--- config.mk ---
export PLATFORM = sky130hd
export DESIGN_NAME = hpa_top
export DESIGN_NICKNAME = d
export VERILOG_FILES = /design/src/hpa_fifo.v /design/src/hpa_top.v
export VERILOG_INCLUDE_DIRS = /design/src /design/src/src
export SDC_FILE = /design/constraint.sdc
export NUM_CORES = 1
export LEC_CHECK = 0
export BUFFER_PORTS_ARGS = -buffer_cell sky130_fd_sc_hd__buf_2
export CORE_ASPECT_RATIO = 0.5
export CORE_MARGIN = 5
export CORE_UTILIZATION = 45
export CTS_CLUSTER_SIZE = 16
export DETAILED_ROUTE_END_ITERATION = 6
export PLACE_DENSITY = 0.68
export SYNTH_ARGS = -nofsm -noshare
export SYNTH_HDL_FRONTEND = slang
export SYNTH_SLANG_ARGS = --single-unit
--- constraint.sdc ---
create_clock -name clk -period 7.45 [get_ports clk]
set_input_delay 1.49 -clock clk [delete_from_list [all_inputs] [get_ports clk]]
set_output_delay 1.49 -clock clk [all_outputs]
set_load 0.01 [all_outputs]
--- src/hpa_defs.vh ---
// Constants for the housekeeping packet assembler
`ifndef HPA_DEFS_VH
`define HPA_DEFS_VH

// ============================================================
// Clock plan
// ============================================================
`define HPA_MASTER_HZ      4194304      // Master clock input, 2^22 Hz
`define HPA_CORE_HZ        262144       // Core clock output
`define HPA_CONV_HZ        65536        // Convolutional encoder clock output
`define HPA_FRAME_HZ       32768        // Frame clock and serial bit rate
`define HPA_DIV_W          7            // Divider width, master / 128 at the top
`define HPA_CORE_BIT       3            // Divider bit giving master / 16
`define HPA_CONV_BIT       5            // Divider bit giving master / 64
`define HPA_FRAME_BIT      6            // Divider bit giving master / 128
`define HPA_FINE_HZ        4            // Fine time tick rate, quarter seconds
`define HPA_QSEC_TICKS     (`HPA_MASTER_HZ / `HPA_FINE_HZ)   // Master edges per fine tick
`define HPA_MARKER_MS      125          // Acquisition marker width
`define HPA_MARKER_TICKS   (`HPA_MASTER_HZ * `HPA_MARKER_MS / 1000)

// ============================================================
// Mission time counter
// ============================================================
`define HPA_MET_W          26           // 24 coarse + 2 fine bits
`define HPA_MET_RESET      26'h0000000
`define HPA_SLOT_MASK      4'hf         // Fine 2 bits + coarse 2 bits = 4 s slot

// ============================================================
// Packet layout (packet octet index, header included)
// ============================================================
`define HPA_PKT_OCTETS     7'h45        // 69 octets
`define HPA_PKT_LAST       7'h44
`define HPA_HDR0           8'h87        // Version 100, type 0, flag 0, id bits 10..8
`define HPA_HDR1           8'h77        // Id bits 7..0
`define HPA_SEG_FLAGS      2'h3         // Segmentation flags 11
`define HPA_LEN_HI         8'h00        // Length field 003e
`define HPA_LEN_LO         8'h3e
`define HPA_SYNC0          8'heb
`define HPA_SYNC1          8'h90
`define HPA_SYNC2          8'hc0
`define HPA_SYNC3          8'h24
`define HPA_OCT_TIME       7'h0a        // Coarse time, three octets
`define HPA_OCT_DISC       7'h0d        // Discrete channels, two octets
`define HPA_OCT_AUX        7'h0f        // First octet from the sub-modules

`endif

--- src/hpa_fifo.v ---
// Octet FIFO between the packet producer and the serialiser
`timescale 1ns/1ps
`default_nettype none

module hpa_fifo #(
    parameter WIDTH = 8,                 // Word width
    parameter DEPTH = 16,                // Number of words
    parameter AW    = 4                  // Pointer width, log2 of depth
) (
    input  wire             clk,
    input  wire             rst_n,
    input  wire             in_valid,
    output wire             in_ready,
    input  wire [WIDTH-1:0] in_data,
    output wire             out_valid,
    input  wire             out_ready,
    output wire [WIDTH-1:0] out_data
);

    // ============================================================
    // Storage and pointers
    // ============================================================
    reg  [WIDTH-1:0] mem_r [0:DEPTH-1];  // Word store
    reg  [AW-1:0]    wp_r;               // Write pointer
    reg  [AW-1:0]    rp_r;               // Read pointer
    reg  [AW:0]      cnt_r;              // Fill level, one bit wider than pointers
    wire             push;               // Word accepted
    wire             pop;                // Word taken

    localparam [AW:0] FULL = DEPTH[AW:0]; // Fill level that refuses writes

    assign in_ready  = (cnt_r != FULL);
    assign out_valid = (cnt_r != {(AW+1){1'b0}});
    assign push      = in_valid & in_ready;
    assign pop       = out_valid & out_ready;
    assign out_data  = mem_r[rp_r];

    // Store is not reset; only the pointers and fill level say what is valid
    always @(posedge clk)
    begin
        if (push)
            mem_r[wp_r] <= in_data;
    end

    // Pointers and level; simultaneous push and pop keep the level
    always @(posedge clk or negedge rst_n)
    begin
        if (!rst_n)
        begin
            wp_r  <= {AW{1'b0}};
            rp_r  <= {AW{1'b0}};
            cnt_r <= {(AW+1){1'b0}};
        end
        else
        begin
            if (push)
                wp_r <= wp_r + {{(AW-1){1'b0}}, 1'b1};
            if (pop)
                rp_r <= rp_r + {{(AW-1){1'b0}}, 1'b1};
            if (push & ~pop)
                cnt_r <= cnt_r + {{AW{1'b0}}, 1'b1};
            else if (pop & ~push)
                cnt_r <= cnt_r - {{AW{1'b0}}, 1'b1};
        end
    end

endmodule // hpa_fifo

`default_nettype wire

--- src/hpa_top.v ---
// Housekeeping packet assembler: clocks, mission time, packet build and serial output
//
// Notes on behaviour
// - Divide master clock to 65536 Hz output
// - Divide master clock to 32768 Hz output
// - Output 262144 Hz core clock, board loops back
// - Reset released through two flip-flops
// - Every packet exactly 69 octets long
// - Header, sync, time, discretes, status, in order
// - Sixteen blocks: analogue octet, two sun octets
// - Packet every 4 s, sun sampling 4 Hz
// - Sampling on integer-second time values
// - Sink not ready at slot: skip packet
// - Header version, type, flag, id, segmentation fixed
// - Sequence count is coarse time bits 15..2
// - Length field constant 003e
// - Data octets 0..3 are eb 90 c0 24
// - Mission time 24 coarse, 2 fine bits
// - Coarse time in octets 4..6, MSB first
// - Fine time drives acquisition and sun strobes
// - 125 ms marker pulse when acquisition begins
// - Discretes registered, index 0 first bit
// - Serial clock, valid and data outputs
// - Serial bits at 32768 bit/s
`timescale 1ns/1ps
`default_nettype none
`include "hpa_defs.vh"

module hpa_top #(
    parameter QSEC_TICKS = `HPA_QSEC_TICKS,   // Master edges per quarter second
    parameter MARK_TICKS = `HPA_MARKER_TICKS, // Master edges the marker stays high
    parameter FIFO_DEPTH = 16,                // Octet FIFO depth
    parameter FIFO_AW    = 4                  // Octet FIFO pointer width
) (
    input  wire        clk,
    input  wire        rstn,
    input  wire        master_clock_in,
    output wire        conv_encoder_clock_out,
    output wire        frame_clock_out,
    output wire        core_clock_out,
    input  wire        sink_room_ready,
    input  wire [15:0] discrete_inputs,
    output wire [6:0]  aux_octet_index,
    input  wire [7:0]  aux_octet_data,
    output wire        acq_start_strobe,
    output wire        sun_sample_strobe,
    output wire        acquisition_marker,
    output wire [25:0] mission_time_counter,
    output wire        tm_serial_clock,
    output wire        tm_serial_valid,
    output wire        tm_serial_data
);

    // ============================================================
    // Local constants and helpers
    // ============================================================
    localparam [19:0] QLAST = QSEC_TICKS[19:0] - 20'h00001; // Last master edge of a fine tick
    localparam [19:0] MLAST = MARK_TICKS[19:0] - 20'h00001; // Last master edge of the marker
    localparam [1:0]  ST_IDLE = 2'b01;          // Producer waits for a slot
    localparam [1:0]  ST_PUSH = 2'b10;          // Producer feeds the FIFO

    // Index 0 of a discrete group goes to the first transmitted bit
    function [7:0] rev8;
        input [7:0] v;
        integer i;
        begin
            for (i = 0; i < 8; i = i + 1)
                rev8[7-i] = v[i];
        end
    endfunction

    // ============================================================
    // Reset synchroniser
    // ============================================================
    reg rs1_r;                                   // First reset stage
    reg rs2_r;                                   // Second stage, core reset
    wire rst_n = rs2_r;                          // Released reset for all core logic

    // Assert at once, release two edges later so no flop sees a late release
    always @(posedge clk or negedge rstn)
    begin
        if (!rstn)
        begin
            rs1_r <= 1'b0;
            rs2_r <= 1'b0;
        end
        else
        begin
            rs1_r <= 1'b1;
            rs2_r <= rs1_r;
        end
    end

    // ============================================================
    // Pin synchronisers
    // ============================================================
    reg        mc1_r, mc2_r, mc3_r;              // Master clock stages, third for edge
    reg        rdy1_r, rdy2_r;                   // Sink ready stages
    reg [15:0] di1_r, di2_r;                     // Discrete input stages
    wire       master_rise = mc2_r & ~mc3_r;     // One clk per master rising edge

    // Two stages for every pin; logic reads the second stage, and the master edge detect also reads the third
    always @(posedge clk or negedge rst_n)
    begin
        if (!rst_n)
        begin
            mc1_r  <= 1'b0;
            mc2_r  <= 1'b0;
            mc3_r  <= 1'b0;
            rdy1_r <= 1'b0;
            rdy2_r <= 1'b0;
            di1_r  <= 16'h0000;
            di2_r  <= 16'h0000;
        end
        else
        begin
            mc1_r  <= master_clock_in;
            mc2_r  <= mc1_r;
            mc3_r  <= mc2_r;
            rdy1_r <= sink_room_ready;
            rdy2_r <= rdy1_r;
            di1_r  <= discrete_inputs;
            di2_r  <= di1_r;
        end
    end

    // ============================================================
    // Clock dividers and fine-time divider
    // ============================================================
    reg  [`HPA_DIV_W-1:0] div_r;                 // Master edge counter for clock outputs
    reg  [19:0]           qcnt_r;                // Master edges inside a quarter second
    wire                  qtick;                 // One clk at each quarter second
    wire                  bit_tick;              // Frame clock falling edge

    assign qtick    = master_rise & (qcnt_r == QLAST);
    assign bit_tick = master_rise & (&div_r);
    assign core_clock_out         = div_r[`HPA_CORE_BIT];
    assign conv_encoder_clock_out = div_r[`HPA_CONV_BIT];
    assign frame_clock_out        = div_r[`HPA_FRAME_BIT];
    assign tm_serial_clock        = div_r[`HPA_FRAME_BIT];

    // Outputs are divider flops, so they are glitch free at a fixed ratio
    always @(posedge clk or negedge rst_n)
    begin
        if (!rst_n)
        begin
            div_r  <= {`HPA_DIV_W{1'b0}};
            qcnt_r <= 20'h00000;
        end
        else if (master_rise)
        begin
            div_r <= div_r + {{(`HPA_DIV_W-1){1'b0}}, 1'b1};
            if (qcnt_r == QLAST)
                qcnt_r <= 20'h00000;
            else
                qcnt_r <= qcnt_r + 20'h00001;
        end
    end

    // ============================================================
    // Mission time counter and acquisition timing
    // ============================================================
    reg  [`HPA_MET_W-1:0] met_r;                 // Coarse 25..2, fine 1..0
    wire [`HPA_MET_W-1:0] met_nxt = met_r + 26'h0000001;
    wire                  slot;                  // 4 s boundary on a whole second
    reg                   acq_r;                 // Acquisition period running
    reg                   mark_r;                // Marker output
    reg  [19:0]           mcnt_r;                // Marker length counter
    reg  [13:0]           acq_ssc_r;             // Sequence count taken at start
    reg  [23:0]           acq_time_r;            // Coarse time taken at start
    reg  [15:0]           acq_disc_r;            // Discretes taken at start
    reg  [13:0]           em_ssc_r;              // Copies used while emitting
    reg  [23:0]           em_time_r;
    reg  [15:0]           em_disc_r;
    reg  [1:0]            st_r;                  // Producer state
    wire                  start_acq;             // New acquisition begins
    wire                  emit;                  // Finished acquisition goes out

    // Slot when fine bits and coarse bits 1..0 all roll to zero
    assign slot      = qtick & ((met_nxt[3:0] & `HPA_SLOT_MASK) == 4'h0);
    assign start_acq = slot & rdy2_r;
    assign emit      = start_acq & acq_r & (st_r == ST_IDLE);
    assign acq_start_strobe     = start_acq;
    assign sun_sample_strobe    = qtick & acq_r;
    assign acquisition_marker   = mark_r;
    assign mission_time_counter = met_r;

    // Time runs from reset; a slot with the sink full drops both the
    // finished packet and the next acquisition, which waits for the next slot
    always @(posedge clk or negedge rst_n)
    begin
        if (!rst_n)
        begin
            met_r      <= `HPA_MET_RESET;
            acq_r      <= 1'b0;
            mark_r     <= 1'b0;
            mcnt_r     <= 20'h00000;
            acq_ssc_r  <= 14'h0000;
            acq_time_r <= 24'h000000;
            acq_disc_r <= 16'h0000;
            em_ssc_r   <= 14'h0000;
            em_time_r  <= 24'h000000;
            em_disc_r  <= 16'h0000;
        end
        else
        begin
            if (qtick)
                met_r <= met_nxt;
            if (slot)
                acq_r <= rdy2_r;
            if (emit)
            begin
                em_ssc_r  <= acq_ssc_r;
                em_time_r <= acq_time_r;
                em_disc_r <= acq_disc_r;
            end
            if (start_acq)
            begin
                acq_ssc_r  <= met_nxt[17:4];
                acq_time_r <= met_nxt[25:2];
                acq_disc_r <= di2_r;
            end
            // Marker counts master edges so its width tracks the crystal
            if (start_acq)
            begin
                mark_r <= 1'b1;
                mcnt_r <= 20'h00000;
            end
            else if (mark_r & master_rise)
            begin
                if (mcnt_r == MLAST)
                    mark_r <= 1'b0;
                mcnt_r <= mcnt_r + 20'h00001;
            end
        end
    end

    // ============================================================
    // Packet producer
    // ============================================================
    reg  [6:0] idx_r;                            // Packet octet index
    reg  [7:0] oct;                              // Octet at the current index
    wire       f_ready;                          // FIFO has room
    wire       f_push = (st_r == ST_PUSH);       // Offer an octet

    assign aux_octet_index = idx_r;

    // Octet by packet index; sub-modules answer from index 15 on
    always @*
    begin
        case (idx_r)
            7'h00:   oct = `HPA_HDR0;
            7'h01:   oct = `HPA_HDR1;
            7'h02:   oct = {`HPA_SEG_FLAGS, em_ssc_r[13:8]};
            7'h03:   oct = em_ssc_r[7:0];
            7'h04:   oct = `HPA_LEN_HI;
            7'h05:   oct = `HPA_LEN_LO;
            7'h06:   oct = `HPA_SYNC0;
            7'h07:   oct = `HPA_SYNC1;
            7'h08:   oct = `HPA_SYNC2;
            7'h09:   oct = `HPA_SYNC3;
            7'h0a:   oct = em_time_r[23:16];
            7'h0b:   oct = em_time_r[15:8];
            7'h0c:   oct = em_time_r[7:0];
            7'h0d:   oct = rev8(em_disc_r[7:0]);
            7'h0e:   oct = rev8(em_disc_r[15:8]);
            default: oct = aux_octet_data;
        endcase
    end

    // Walks indices 0..68 once per emitted packet, stalled by the FIFO
    always @(posedge clk or negedge rst_n)
    begin
        if (!rst_n)
        begin
            st_r  <= ST_IDLE;
            idx_r <= 7'h00;
        end
        else
        begin
            case (st_r)
                ST_IDLE:
                begin
                    idx_r <= 7'h00;
                    if (emit)
                        st_r <= ST_PUSH;
                end
                ST_PUSH:
                begin
                    if (f_ready)
                    begin
                        idx_r <= idx_r + 7'h01;
                        if (idx_r == `HPA_PKT_LAST)
                            st_r <= ST_IDLE;
                    end
                end
                default:
                    st_r <= ST_IDLE;
            endcase
        end
    end

    // ============================================================
    // Octet FIFO
    // ============================================================
    wire       s_valid;                          // Octet waiting for the serialiser
    wire       s_ready;                          // Serialiser takes an octet
    wire [7:0] s_data;

    hpa_fifo #(
        .WIDTH (8),
        .DEPTH (FIFO_DEPTH),
        .AW    (FIFO_AW)
    ) u_fifo (
        .clk       (clk),
        .rst_n     (rst_n),
        .in_valid  (f_push),
        .in_ready  (f_ready),
        .in_data   (oct),
        .out_valid (s_valid),
        .out_ready (s_ready),
        .out_data  (s_data)
    );

    // ============================================================
    // Serialiser
    // ============================================================
    reg  [7:0] sh_r;                             // Shift register, MSB goes out
    reg  [2:0] bcnt_r;                           // Bits already sent of this octet
    reg        busy_r;                           // A bit is on the line

    // Loads only at a frame clock fall so data is stable at the rising edge
    assign s_ready         = bit_tick & (~busy_r | (bcnt_r == 3'h7));
    assign tm_serial_data  = sh_r[7];
    assign tm_serial_valid = busy_r;

    // One bit per frame clock period; valid drops when no octet is ready
    always @(posedge clk or negedge rst_n)
    begin
        if (!rst_n)
        begin
            sh_r   <= 8'h00;
            bcnt_r <= 3'h0;
            busy_r <= 1'b0;
        end
        else if (bit_tick)
        begin
            if (busy_r & (bcnt_r != 3'h7))
            begin
                sh_r   <= {sh_r[6:0], 1'b0};
                bcnt_r <= bcnt_r + 3'h1;
            end
            else if (s_valid)
            begin
                sh_r   <= s_data;
                bcnt_r <= 3'h0;
                busy_r <= 1'b1;
            end
            else
            begin
                sh_r   <= 8'h00;
                busy_r <= 1'b0;
            end
        end
    end

endmodule // hpa_top

`default_nettype wire

==> impl_metrics.tcl, run 1 <==
set metrics [dict create \
    status "complete, no violations" \
    worstPathRequired_ns 5.96 \
    drive_gt1_share_pct 22.2 \
    p_clk_share_pct 46.2 \
    p_int_mw 3.21 \
    r2r-end "acq_ssc_r[10]" \
    p_leak_nw 7.24 \
    criticalPathCategory "reg -> out" \
    swShare_pct 20.2 \
    yosysUniqueCellTypes 64 \
    setup_tns_ns 0 \
    setup_ws_ns 3.11 \
    hold_violations 0 \
    grt-busiest-layer "met2" \
    grt_util_met1_pct 23.5 \
    hold_depth 0 \
    synth_fa_ha_area_share_pct 1.88 \
    use_met2_pct 26.3 \
    pin_count 70 \
    routabilityCongestion 0.905 \
    yosys.area_share.simple_pct 10.3 \
    synth-xor-area-share_pct 5.84 \
    synth_compound_gate_area_share_pct 5.30 \
    nNetsFinal 1210 \
    p_comb_share_pct 1.8 \
    drt-total-wl_mm 30.7 \
    initialDrtViolationCount 642 \
    power.net_switching_mw 0.812 \
    skew_ns 0.0277 \
    peakVddDrop_uv 138 \
    synthMuxAreaShare_pct 11.0 \
    maxCapViolCount 0 \
    syn2layout_area_growth_pct 13.4 \
    synthFlopType "dfrtp_1" \
    synth-edff-count 128 \
    worst_slew_pin_slew_ns 1.32 \
    setup_viol 0 \
    die_h_um 139 \
    p_per_area_nw_per_um2 236 \
    ff2ff_setup_slack_ns 3.61 \
    post-route-min-period_ns 4.34 \
    fillCellCount 2703 \
    track_usage_pct 16.5 \
    clock.fmax_mhz 230 \
    grt_pass1_vias 8997 \
    ctsHoldBuffers 0 \
    synth_top_family_by_area "multiplexers" \
    gr-total-overflow 0 \
    tritoncts "yes" \
    avgSynthCellArea_um2 13.8 \
    ctsResizeCount 0 \
    async_flop_share_pct 64.0 \
    netlist_instances 1088 \
    endpoint_kind "output port" \
    layout_commonest_cell "dfrtp_1" \
    critPathMaxFanout 21 \
    max-slew-margin-rel_pct 11.6 \
    core-area_um2 33000 \
    floorplan.rows 47 \
    cts-root-buf "clkbuf_16" \
    hp-start "di1_r[15]" \
    start_util_pct 45.5 \
    final_area_um2 17000 \
    clk_latency_ns 0.53 \
    vias 8929 \
    start_kind "flip-flop" \
    postPlaceCellArea_um2 15800 \
    ys_seq_area_share_pct 63.6 \
    rsz0062_at_grt "false" \
    port_buffers 69 \
    pre_cts_ws_ns 3.59 \
    critical_path_arrival_ns 2.85 \
    ys_ff_latch 356 \
    yosys_warnings 0 \
    seq_power_share_pct 52.0 \
    clk_pin_slew_ns 0.06 \
    holdPathEnd "di2_r[15]" \
    fin_crit_sh_pct 58.3 \
    ant_nets 0 \
    holdCritPathClass "reg -> reg" \
    clock_sinks 356 \
    drv_slew 0 \
    synthesis.nets 1138 \
    final_cell_mix "224 x dfrtp_1, 128 x edfxtp_1, 90 x nand2_1" \
    worstRegToRegCells 6 \
    rr_startpoint "qcnt_r[0]" \
    antenna_found_initial 0 \
    fp.dieW_um 268 \
    drc 0 \
    cts_setup_buffers 0 \
    grt_pass1_wl_mm 49.6 \
    h-tree-depth 2 \
    n_antenna_cell 0 \
    firstDrtPassIters 5 \
    via_per_inst 5.49 \
    grt_max_degree 84 \
    synth_area_um2 15000 \
    cts_buffer_depth 3 \
    dieArea_um2 37300 \
    post_drt_wl_per_cell_um 18.9 \
    place_hpwl_mm 20.4 \
    cts_buffers 34 \
    grt_use_met3_pct 3.28 \
]
worst max-delay path: stages (launching register included):
cell and delay [ns]:
dfrtp_1 0.40, ha_1 0.20, nand3b_1 0.19, nor4_4 0.48, nand2_1 0.37, nor3_2 0.25
buf_4 0.27, buf_2 0.18
how the worst max path moves through the flow:
stage                     slack [ns]          endpoint       from  cells after the start
final                           3.11  acq_start_strobe  qcnt_r[0]                      7
after CTS                       3.06  acq_start_strobe  qcnt_r[0]                      7
after floorplan                 0.63     acq_disc_r[0]      rs2_r                      0
after detailed placement        3.59      acq_ssc_r[9]  qcnt_r[0]                      6
after global routing            2.78  acq_start_strobe  qcnt_r[0]                      7
after global placement          3.73  acq_start_strobe  qcnt_r[0]                      7
metal layers:
metal	share of wire, %	routed length (um)
met1	45	13800
met2	47	14500
met3	5.5	1690
met4	2.3	695
met5	0	0
Yosys cell counts, types with 4 or more instances:
cell type,n,share of area (%)
dfrtp_1,227,38
edfxtp_1,128,26
nand2_1,90,2.3
nor2_1,88,2.2
mux2_2,77,5.8
xnor2_1,53,3.1
xor2_1,47,2.7
mux4_2,32,4.8
nand3_1,32,1.1
o21ai_0,26,0.87
clkbuf_1,25,0.63
a22oi_1,24,1.2
nand4_1,23,0.96
ha_1,21,1.8
inv_1,20,0.50
and3_1,16,0.67
a221oi_1,15,0.88
nor3_1,14,0.47
a21oi_1,11,0.37
and2_1,10,0.42
buf_2,10,0.33
a22o_1,7,0.41
nor2b_1,7,0.29
nor4_1,7,0.29
and4_1,6,0.35
buf_1,5,0.13
nand2b_1,5,0.21
buf_6,4,0.30
mux2_1,4,0.30
nand3b_1,4,0.20
registers in the layout, indices dropped and copies added (netlist names), 11 cells and up:
register and cells:
acq_disc_r 16, acq_ssc_r 13, acq_time_r 11, di1_r 16, di2_r 16, em_disc_r 16, em_ssc_r 13, em_time_r 11
mcnt_r 20, mission_time_counter 26, qcnt_r 20, u_fifo.mem_r 128
per-stage QoR:
step | total power, mW | hold WS [ns] | cells | util, %
floorplan | 2.17 | 0.331 | 1088 | -
finish | 4.02 | 0.340 | 1626 | 51.6
detailed placement | 2.20 | 0.335 | 1564 | 47.9
global route | 4.17 | 0.354 | 1626 | 51.6
global placement | 2.19 | 0.333 | 1564 | 47.9
CTS | 4.06 | 0.342 | 1625 | 51.6
final cells by class:
cell class,instances,area [um^2],area share [%]
Timing Repair Buffer,82,443,2.60
Clock inverter,11,169,0.993
Multi-Input combinational cell,666,5170,30.4
Clock buffer,50,1050,6.18
Inverter,20,75.1,0.441
Sequential cell,356,9560,56.2
Tap cell,441,552,3.24
cell families (layout without fill, tap and decap cells):
logic type	count (synthesis)	after routing
multiplexers	115	115
XOR/XNOR	100	100
other	1	1
adder cells (fa/ha/maj)	22	22
AND/OR/NAND/NOR	316	316
AO/OA/AOI/OAI	112	112
flip-flops	356	356
buffers and inverters	66	163
power by group through the flow:
| stage | logic [mW] | registers, mW | clock network (mW) |
|---|---|---|---|
| after detailed placement | 0.0747 | 2.13 | 0 |
| after CTS | 0.0759 | 2.09 | 1.90 |
| final | 0.0729 | 2.09 | 1.86 |
| after floorplan | 0.0354 | 2.13 | 0 |
| after global routing | 0.0839 | 2.09 | 1.99 |
| after global placement | 0.0709 | 2.12 | 0 |
Power figures use the tool's default switching activity.
==> run 2: changes to the inputs <==
--- a/config.mk
+++ b/config.mk
@@ -12,7 +12,7 @@
 export CORE_UTILIZATION = 45
 export CTS_CLUSTER_SIZE = 16
 export DETAILED_ROUTE_END_ITERATION = 6
-export PLACE_DENSITY = 0.68
+export PLACE_DENSITY = 0.71
 export SYNTH_ARGS = -nofsm -noshare
 export SYNTH_HDL_FRONTEND = slang
 export SYNTH_SLANG_ARGS = --single-unit
==> constraint.sdc (replaced) <==
create_clock -name clk -period 3.93 [get_ports clk]
set_input_delay 0.786 -clock clk [delete_from_list [all_inputs] [get_ports clk]]
set_output_delay 0.786 -clock clk [all_outputs]
set_load 0.01 [all_outputs]
==> run 2 against run 1 <==
Effect of this change:
- clock skew down 0.0083 ns
- flip-flop and latch count is the same
- cell count increased by 0.92%
- non-clock buffer count is 14 higher
- sequential share of layout area decreased by 0.25 points
- first-iteration DRC count down 3.6%
- critical path type unchanged
==> impl_metrics.tcl, run 2 (synthesis results as in run 1) <==
set metrics [dict create \
    drive_gt1_share_pct 23.2 \
    largest_reg_flops 128 \
    antenna_found_initial 0 \
    rr_startpoint "mc3_r" \
    setup_ws_ns 0.302 \
    drc 0 \
    grt_pass1_vias 9312 \
    grt_pass1_wl_mm 51.4 \
    nNetsFinal 1224 \
    max-slew-margin-rel_pct 16.4 \
    grt_max_degree 98 \
    post-route-min-period_ns 3.63 \
    status "complete, no violations" \
    via_per_inst 5.46 \
    cpLargestDelayFamily "simple AND/OR/NAND/NOR gates" \
    p_per_area_nw_per_um2 436 \
    start_kind "flip-flop" \
    drt-total-wl_mm 31.0 \
    maxCapViolCount 0 \
    clk_pin_slew_ns 0.06 \
    gr-total-overflow 0 \
    place_hpwl_mm 20.9 \
    port_buffers 69 \
    h-tree-depth 2 \
    cp_cell_sequence "ha_1 -> nand3b_1 -> nor4_4 -> nand2_2 -> nor3_2 -> buf_2" \
    pin_count 70 \
    cpPeakStageDelay_ns 0.56 \
    fp.dieW_um 268 \
    core-area_um2 33000 \
    cts_buffers 34 \
    rsz0062_at_grt "false" \
    vias 8963 \
    final_cell_mix "224 x dfrtp_1, 128 x edfxtp_1, 89 x nand2_1" \
    clock.fmax_mhz 276 \
    fin_crit_sh_pct 92.3 \
    dieArea_um2 37300 \
    drv_slew 0 \
    holdCritPathClass "in -> async" \
    critPathMaxFanout 10 \
    ant_nets 0 \
    track_usage_pct 17.0 \
    hold_violations 0 \
    cp_slowest_cell "nor4_4" \
    tritoncts "yes" \
    critPathLaunch "qcnt_r[0]" \
    worstPathRequired_ns 3.14 \
    ctsHoldBuffers 0 \
    critPathBufInv 1 \
    start_util_pct 45.5 \
    top_register "u_fifo.mem_r" \
    firstDrtPassIters 5 \
    critical_path_arrival_ns 2.84 \
    initialDrtViolationCount 619 \
    endpoint_kind "output port" \
    peakVddDrop_uv 289 \
    ff2ff_setup_slack_ns 0.43 \
    setup_tns_ns 0 \
    cts-root-buf "clkbuf_16" \
    worst_slew_pin_slew_ns 1.24 \
    floorplan.rows 47 \
    cts_buffer_depth 3 \
    syn2layout_area_growth_pct 13.9 \
    pre_cts_ws_ns 0.457 \
    layout_commonest_cell "dfrtp_1" \
    skew_ns 0.0194 \
    n_antenna_cell 0 \
    setup_viol 0 \
    routabilityCongestion 0.850 \
    die_h_um 139 \
    clk_latency_ns 0.54 \
    post_drt_wl_per_cell_um 18.9 \
    clock_sinks 356 \
    p_leak_nw 7.28 \
    criticalPathCategory "reg -> out" \
]
[run 2: cell count changes in the layout (fill, tap and decap cells not counted), sizes merged]
cell and delta:
buf +14, bufinv -3, clkinv +4, clkinvlp +3, clkbuf -3
[run 2: final cells by class]
class | instances | area [um^2]
Multi-Input combinational cell | 666 | 5170
Clock buffer | 47 | 1020
Tap cell | 441 | 552
Clock inverter | 15 | 153
Fill cell | 2689 | 15900
Timing Repair Buffer | 96 | 561
Sequential cell | 356 | 9560
Inverter | 20 | 75.1
[run 2: stage by stage]
step / power [mW] / hold WS, ns / utilization (%) / cells / area [um^2]
after floorplan: 4.11 / 0.331 / - / 1088 / 15000
after global placement: 4.16 / 0.295 / 48.2 / 1579 / 15900
after detailed placement: 4.18 / 0.299 / 48.2 / 1579 / 15900
after CTS: 7.54 / 0.0135 / 51.8 / 1641 / 17100
after global routing: 7.73 / 0.0156 / 51.8 / 1641 / 17100
final: 7.46 / 0.0291 / 51.8 / 1641 / 17100
[run 2: worst register-to-register path, delay by kind of cell (launching register included)]
family | cells | cell delay [ns]
adders and majority gates | 2 | 0.51
xor gates and xnor gates | 1 | 0.14
AOI/OAI and AO/OA | 2 | 0.36
and+or+nand+nor | 5 | 1.64
buffers and inverters | 3 | 0.36
DFF | 1 | 0.42
[run 2: worst paths after layout]
check / to / depth (start not counted)
worst max-delay path: acq_start_strobe / 6
worst min-delay path: rs2_r / 1
worst max register to register: u_fifo.cnt_r[4] / 13
worst min register to register: rdy1_r / 0
max in group asynchronous: u_fifo.rp_r[0] / 1
min in group clk: di2_r[7] / 0
[run 2: metal layers]
metal	vias to the layer above	GRT usage, %	routed length (um)
li1	4124	-	-
met4	0	4.74	755
met3	51	2.80	1470
met1	4577	24.3	13700
met2	211	27.4	15000
met5	-	0	0
[run 2: where the power goes]
group	internal [mW]	switching (mW)
Sequential	3.89	0.0639
Combinational	0.0582	0.0868
Clock	1.93	1.43
[run 2: what timing repair did]
action | in CTS | in global routing
gates resized for setup | 0 | 1
buffers inserted | 0 | 0
endpoints found under the setup margin | 0 | 1
==> run 3: changes to the inputs <==
--- a/config.mk
+++ b/config.mk
@@ -12,7 +12,7 @@
 export CORE_UTILIZATION = 45
 export CTS_CLUSTER_SIZE = 16
 export DETAILED_ROUTE_END_ITERATION = 6
-export PLACE_DENSITY = 0.71
+export PLACE_DENSITY = 0.68
 export SYNTH_ARGS = -nofsm -noshare
 export SYNTH_HDL_FRONTEND = slang
 export SYNTH_SLANG_ARGS = --single-unit
==> constraint.sdc (replaced) <==
create_clock -name clk -period 4.6 [get_ports clk]
set_input_delay 0.92 -clock clk [delete_from_list [all_inputs] [get_ports clk]]
set_output_delay 0.92 -clock clk [all_outputs]
set_load 0.01 [all_outputs]
==> run 3 against run 2 <==
Effect of this change:
- wire length down 1.1%
- combinational power down 19%
- non-clock buffer count down 10
- utilization down 0.41 points
- sequential power down 14%
- global-route usage down 0.30 points
- cell area down 0.78%
- via count down 0.59%
==> impl_metrics.tcl, run 3 (synthesis results as in run 1) <==
set metrics [dict create \
    postPlaceCellArea_um2 15800 \
    multi_input_area_um2 5170 \
    crit_path_end "acq_start_strobe" \
    n_antenna_cell 0 \
    drv_slew 0 \
    max-slew-margin-rel_pct 17.4 \
    clock_sinks 356 \
    die_h_um 139 \
    vias 8910 \
    p_leak_nw 7.20 \
    grt_pass1_wl_mm 50.6 \
    initialDrtViolationCount 661 \
    rr_startpoint "mc3_r" \
    endpoint_kind "output port" \
    cts_setup_buffers 0 \
    nNetsFinal 1214 \
    holdWs_ns 0.175 \
    fin_crit_sh_pct 84.9 \
    fillCellCount 2741 \
    critPathBufInv 1 \
    clk_pin_slew_ns 0.06 \
    syn2layout_area_growth_pct 13.0 \
    drt-total-wl_mm 30.7 \
    top_register "u_fifo.mem_r" \
    dieArea_um2 37300 \
    final_cell_mix "224 x dfrtp_1, 128 x edfxtp_1, 90 x nand2_1" \
    drc 0 \
    start_kind "flip-flop" \
    criticalPathCategory "reg -> out" \
    fp.dieW_um 268 \
    setup_tns_ns 0 \
    layout_commonest_cell "dfrtp_1" \
    p_per_area_nw_per_um2 370 \
    critical_path_arrival_ns 2.99 \
    routabilityCongestion 0.883 \
    cpPeakStageDelay_ns 0.55 \
    start_util_pct 45.5 \
    setup_viol 0 \
    core-area_um2 33000 \
    worst_slew_pin_slew_ns 1.23 \
    ctsResizeCount 0 \
    cts_buffers 34 \
    floorplan.rows 47 \
    path_depth 6 \
    largest_reg_flops 128 \
    hold_violations 0 \
    tritoncts "yes" \
    ctsHoldBuffers 0 \
    cp_slowest_cell "nor4_4" \
    grt_max_degree 91 \
    peakVddDrop_uv 222 \
    track_usage_pct 16.7 \
    cts-root-buf "clkbuf_16" \
    via_per_inst 5.47 \
    post-route-min-period_ns 3.91 \
    clk_latency_ns 0.52 \
    rsz0062_at_grt "false" \
    worstPathRequired_ns 3.68 \
    seq_area_um2 9560 \
    power_mw 6.27 \
    final_area_um2 17000 \
    ff2ff_setup_slack_ns 1.00 \
    clock.fmax_mhz 256 \
    critPathLaunch "qcnt_r[0]" \
    r2r-end "u_fifo.cnt_r[4]" \
    finalCoreUtilization_pct 51.4 \
    critPathMaxFanout 10 \
    firstDrtPassIters 5 \
    place_hpwl_mm 20.6 \
    gr-total-overflow 0 \
    skew_ns 0.0158 \
    cpLargestDelayFamily "simple AND/OR/NAND/NOR gates" \
    antenna_found_initial 0 \
    grt_pass1_vias 9107 \
    port_buffers 69 \
    holdCritPathClass "in -> async" \
    maxCapViolCount 0 \
    cts_buffer_depth 3 \
    status "complete, no violations" \
    h-tree-depth 2 \
    drive_gt1_share_pct 21.7 \
    cp_cell_sequence "ha_1 -> nand3b_1 -> nor4_4 -> nand2_1 -> nor3_2 -> buf_2" \
    post_drt_wl_per_cell_um 18.8 \
    ant_nets 0 \
    pin_count 70 \
    worstRegToRegCells 12 \
]
-- run 3: changes by cell type in the layout (fill, tap and decap cells not counted), sizes merged --
cell / before / now
bufinv: 1 / 2
inv: 23 / 20
clkinv: 8 / 10
clkinvlp: 3 / 1
buf: 96 / 86
-- run 3: how the worst min path moves through the flow --
stage | start | to | slack, ns | cells after the start
floorplan | rs1_r | rs2_r | 0.33 | 0
global placement | di1_r[10] | di2_r[10] | 0.33 | 0
detailed placement | di1_r[11] | di2_r[11] | 0.34 | 0
CTS | rstn | rs2_r | 0.15 | 1
global route | rstn | rs2_r | 0.15 | 1
finish | rstn | rs2_r | 0.18 | 1
-- run 3: metal layers --
| layer | vias up | GRT usage (%) | share of wire, % |
|---|---|---|---|
| met5 | - | 0 | 0 |
| met4 | 0 | 4.12 | 1.9 |
| met3 | 47 | 3.30 | 5.0 |
| met2 | 176 | 26.6 | 48 |
| met1 | 4578 | 24.0 | 45 |
| li1 | 4109 | - | - |
-- run 3: report_power, final --
group          switching (mW)  internal [mW]
combinational          0.0669         0.0497
clock                    1.18           1.60
sequential             0.0570           3.32
-- run 3: stage by stage --
stage,instances,worst slack [ns]
after global routing,1629,0.495
after global placement,1568,1.10
after detailed placement,1568,1.02
final,1629,0.692
after floorplan,1088,0.853
after CTS,1628,0.647
-- run 3: area by class of cell --
type | count | share of cell area, %
Inverter | 20 | 0.443
Timing Repair Buffer | 86 | 2.94
Clock inverter | 13 | 0.804
Clock buffer | 47 | 5.73
Sequential cell | 356 | 56.4
Tap cell | 441 | 3.25
Multi-Input combinational cell | 666 | 30.5
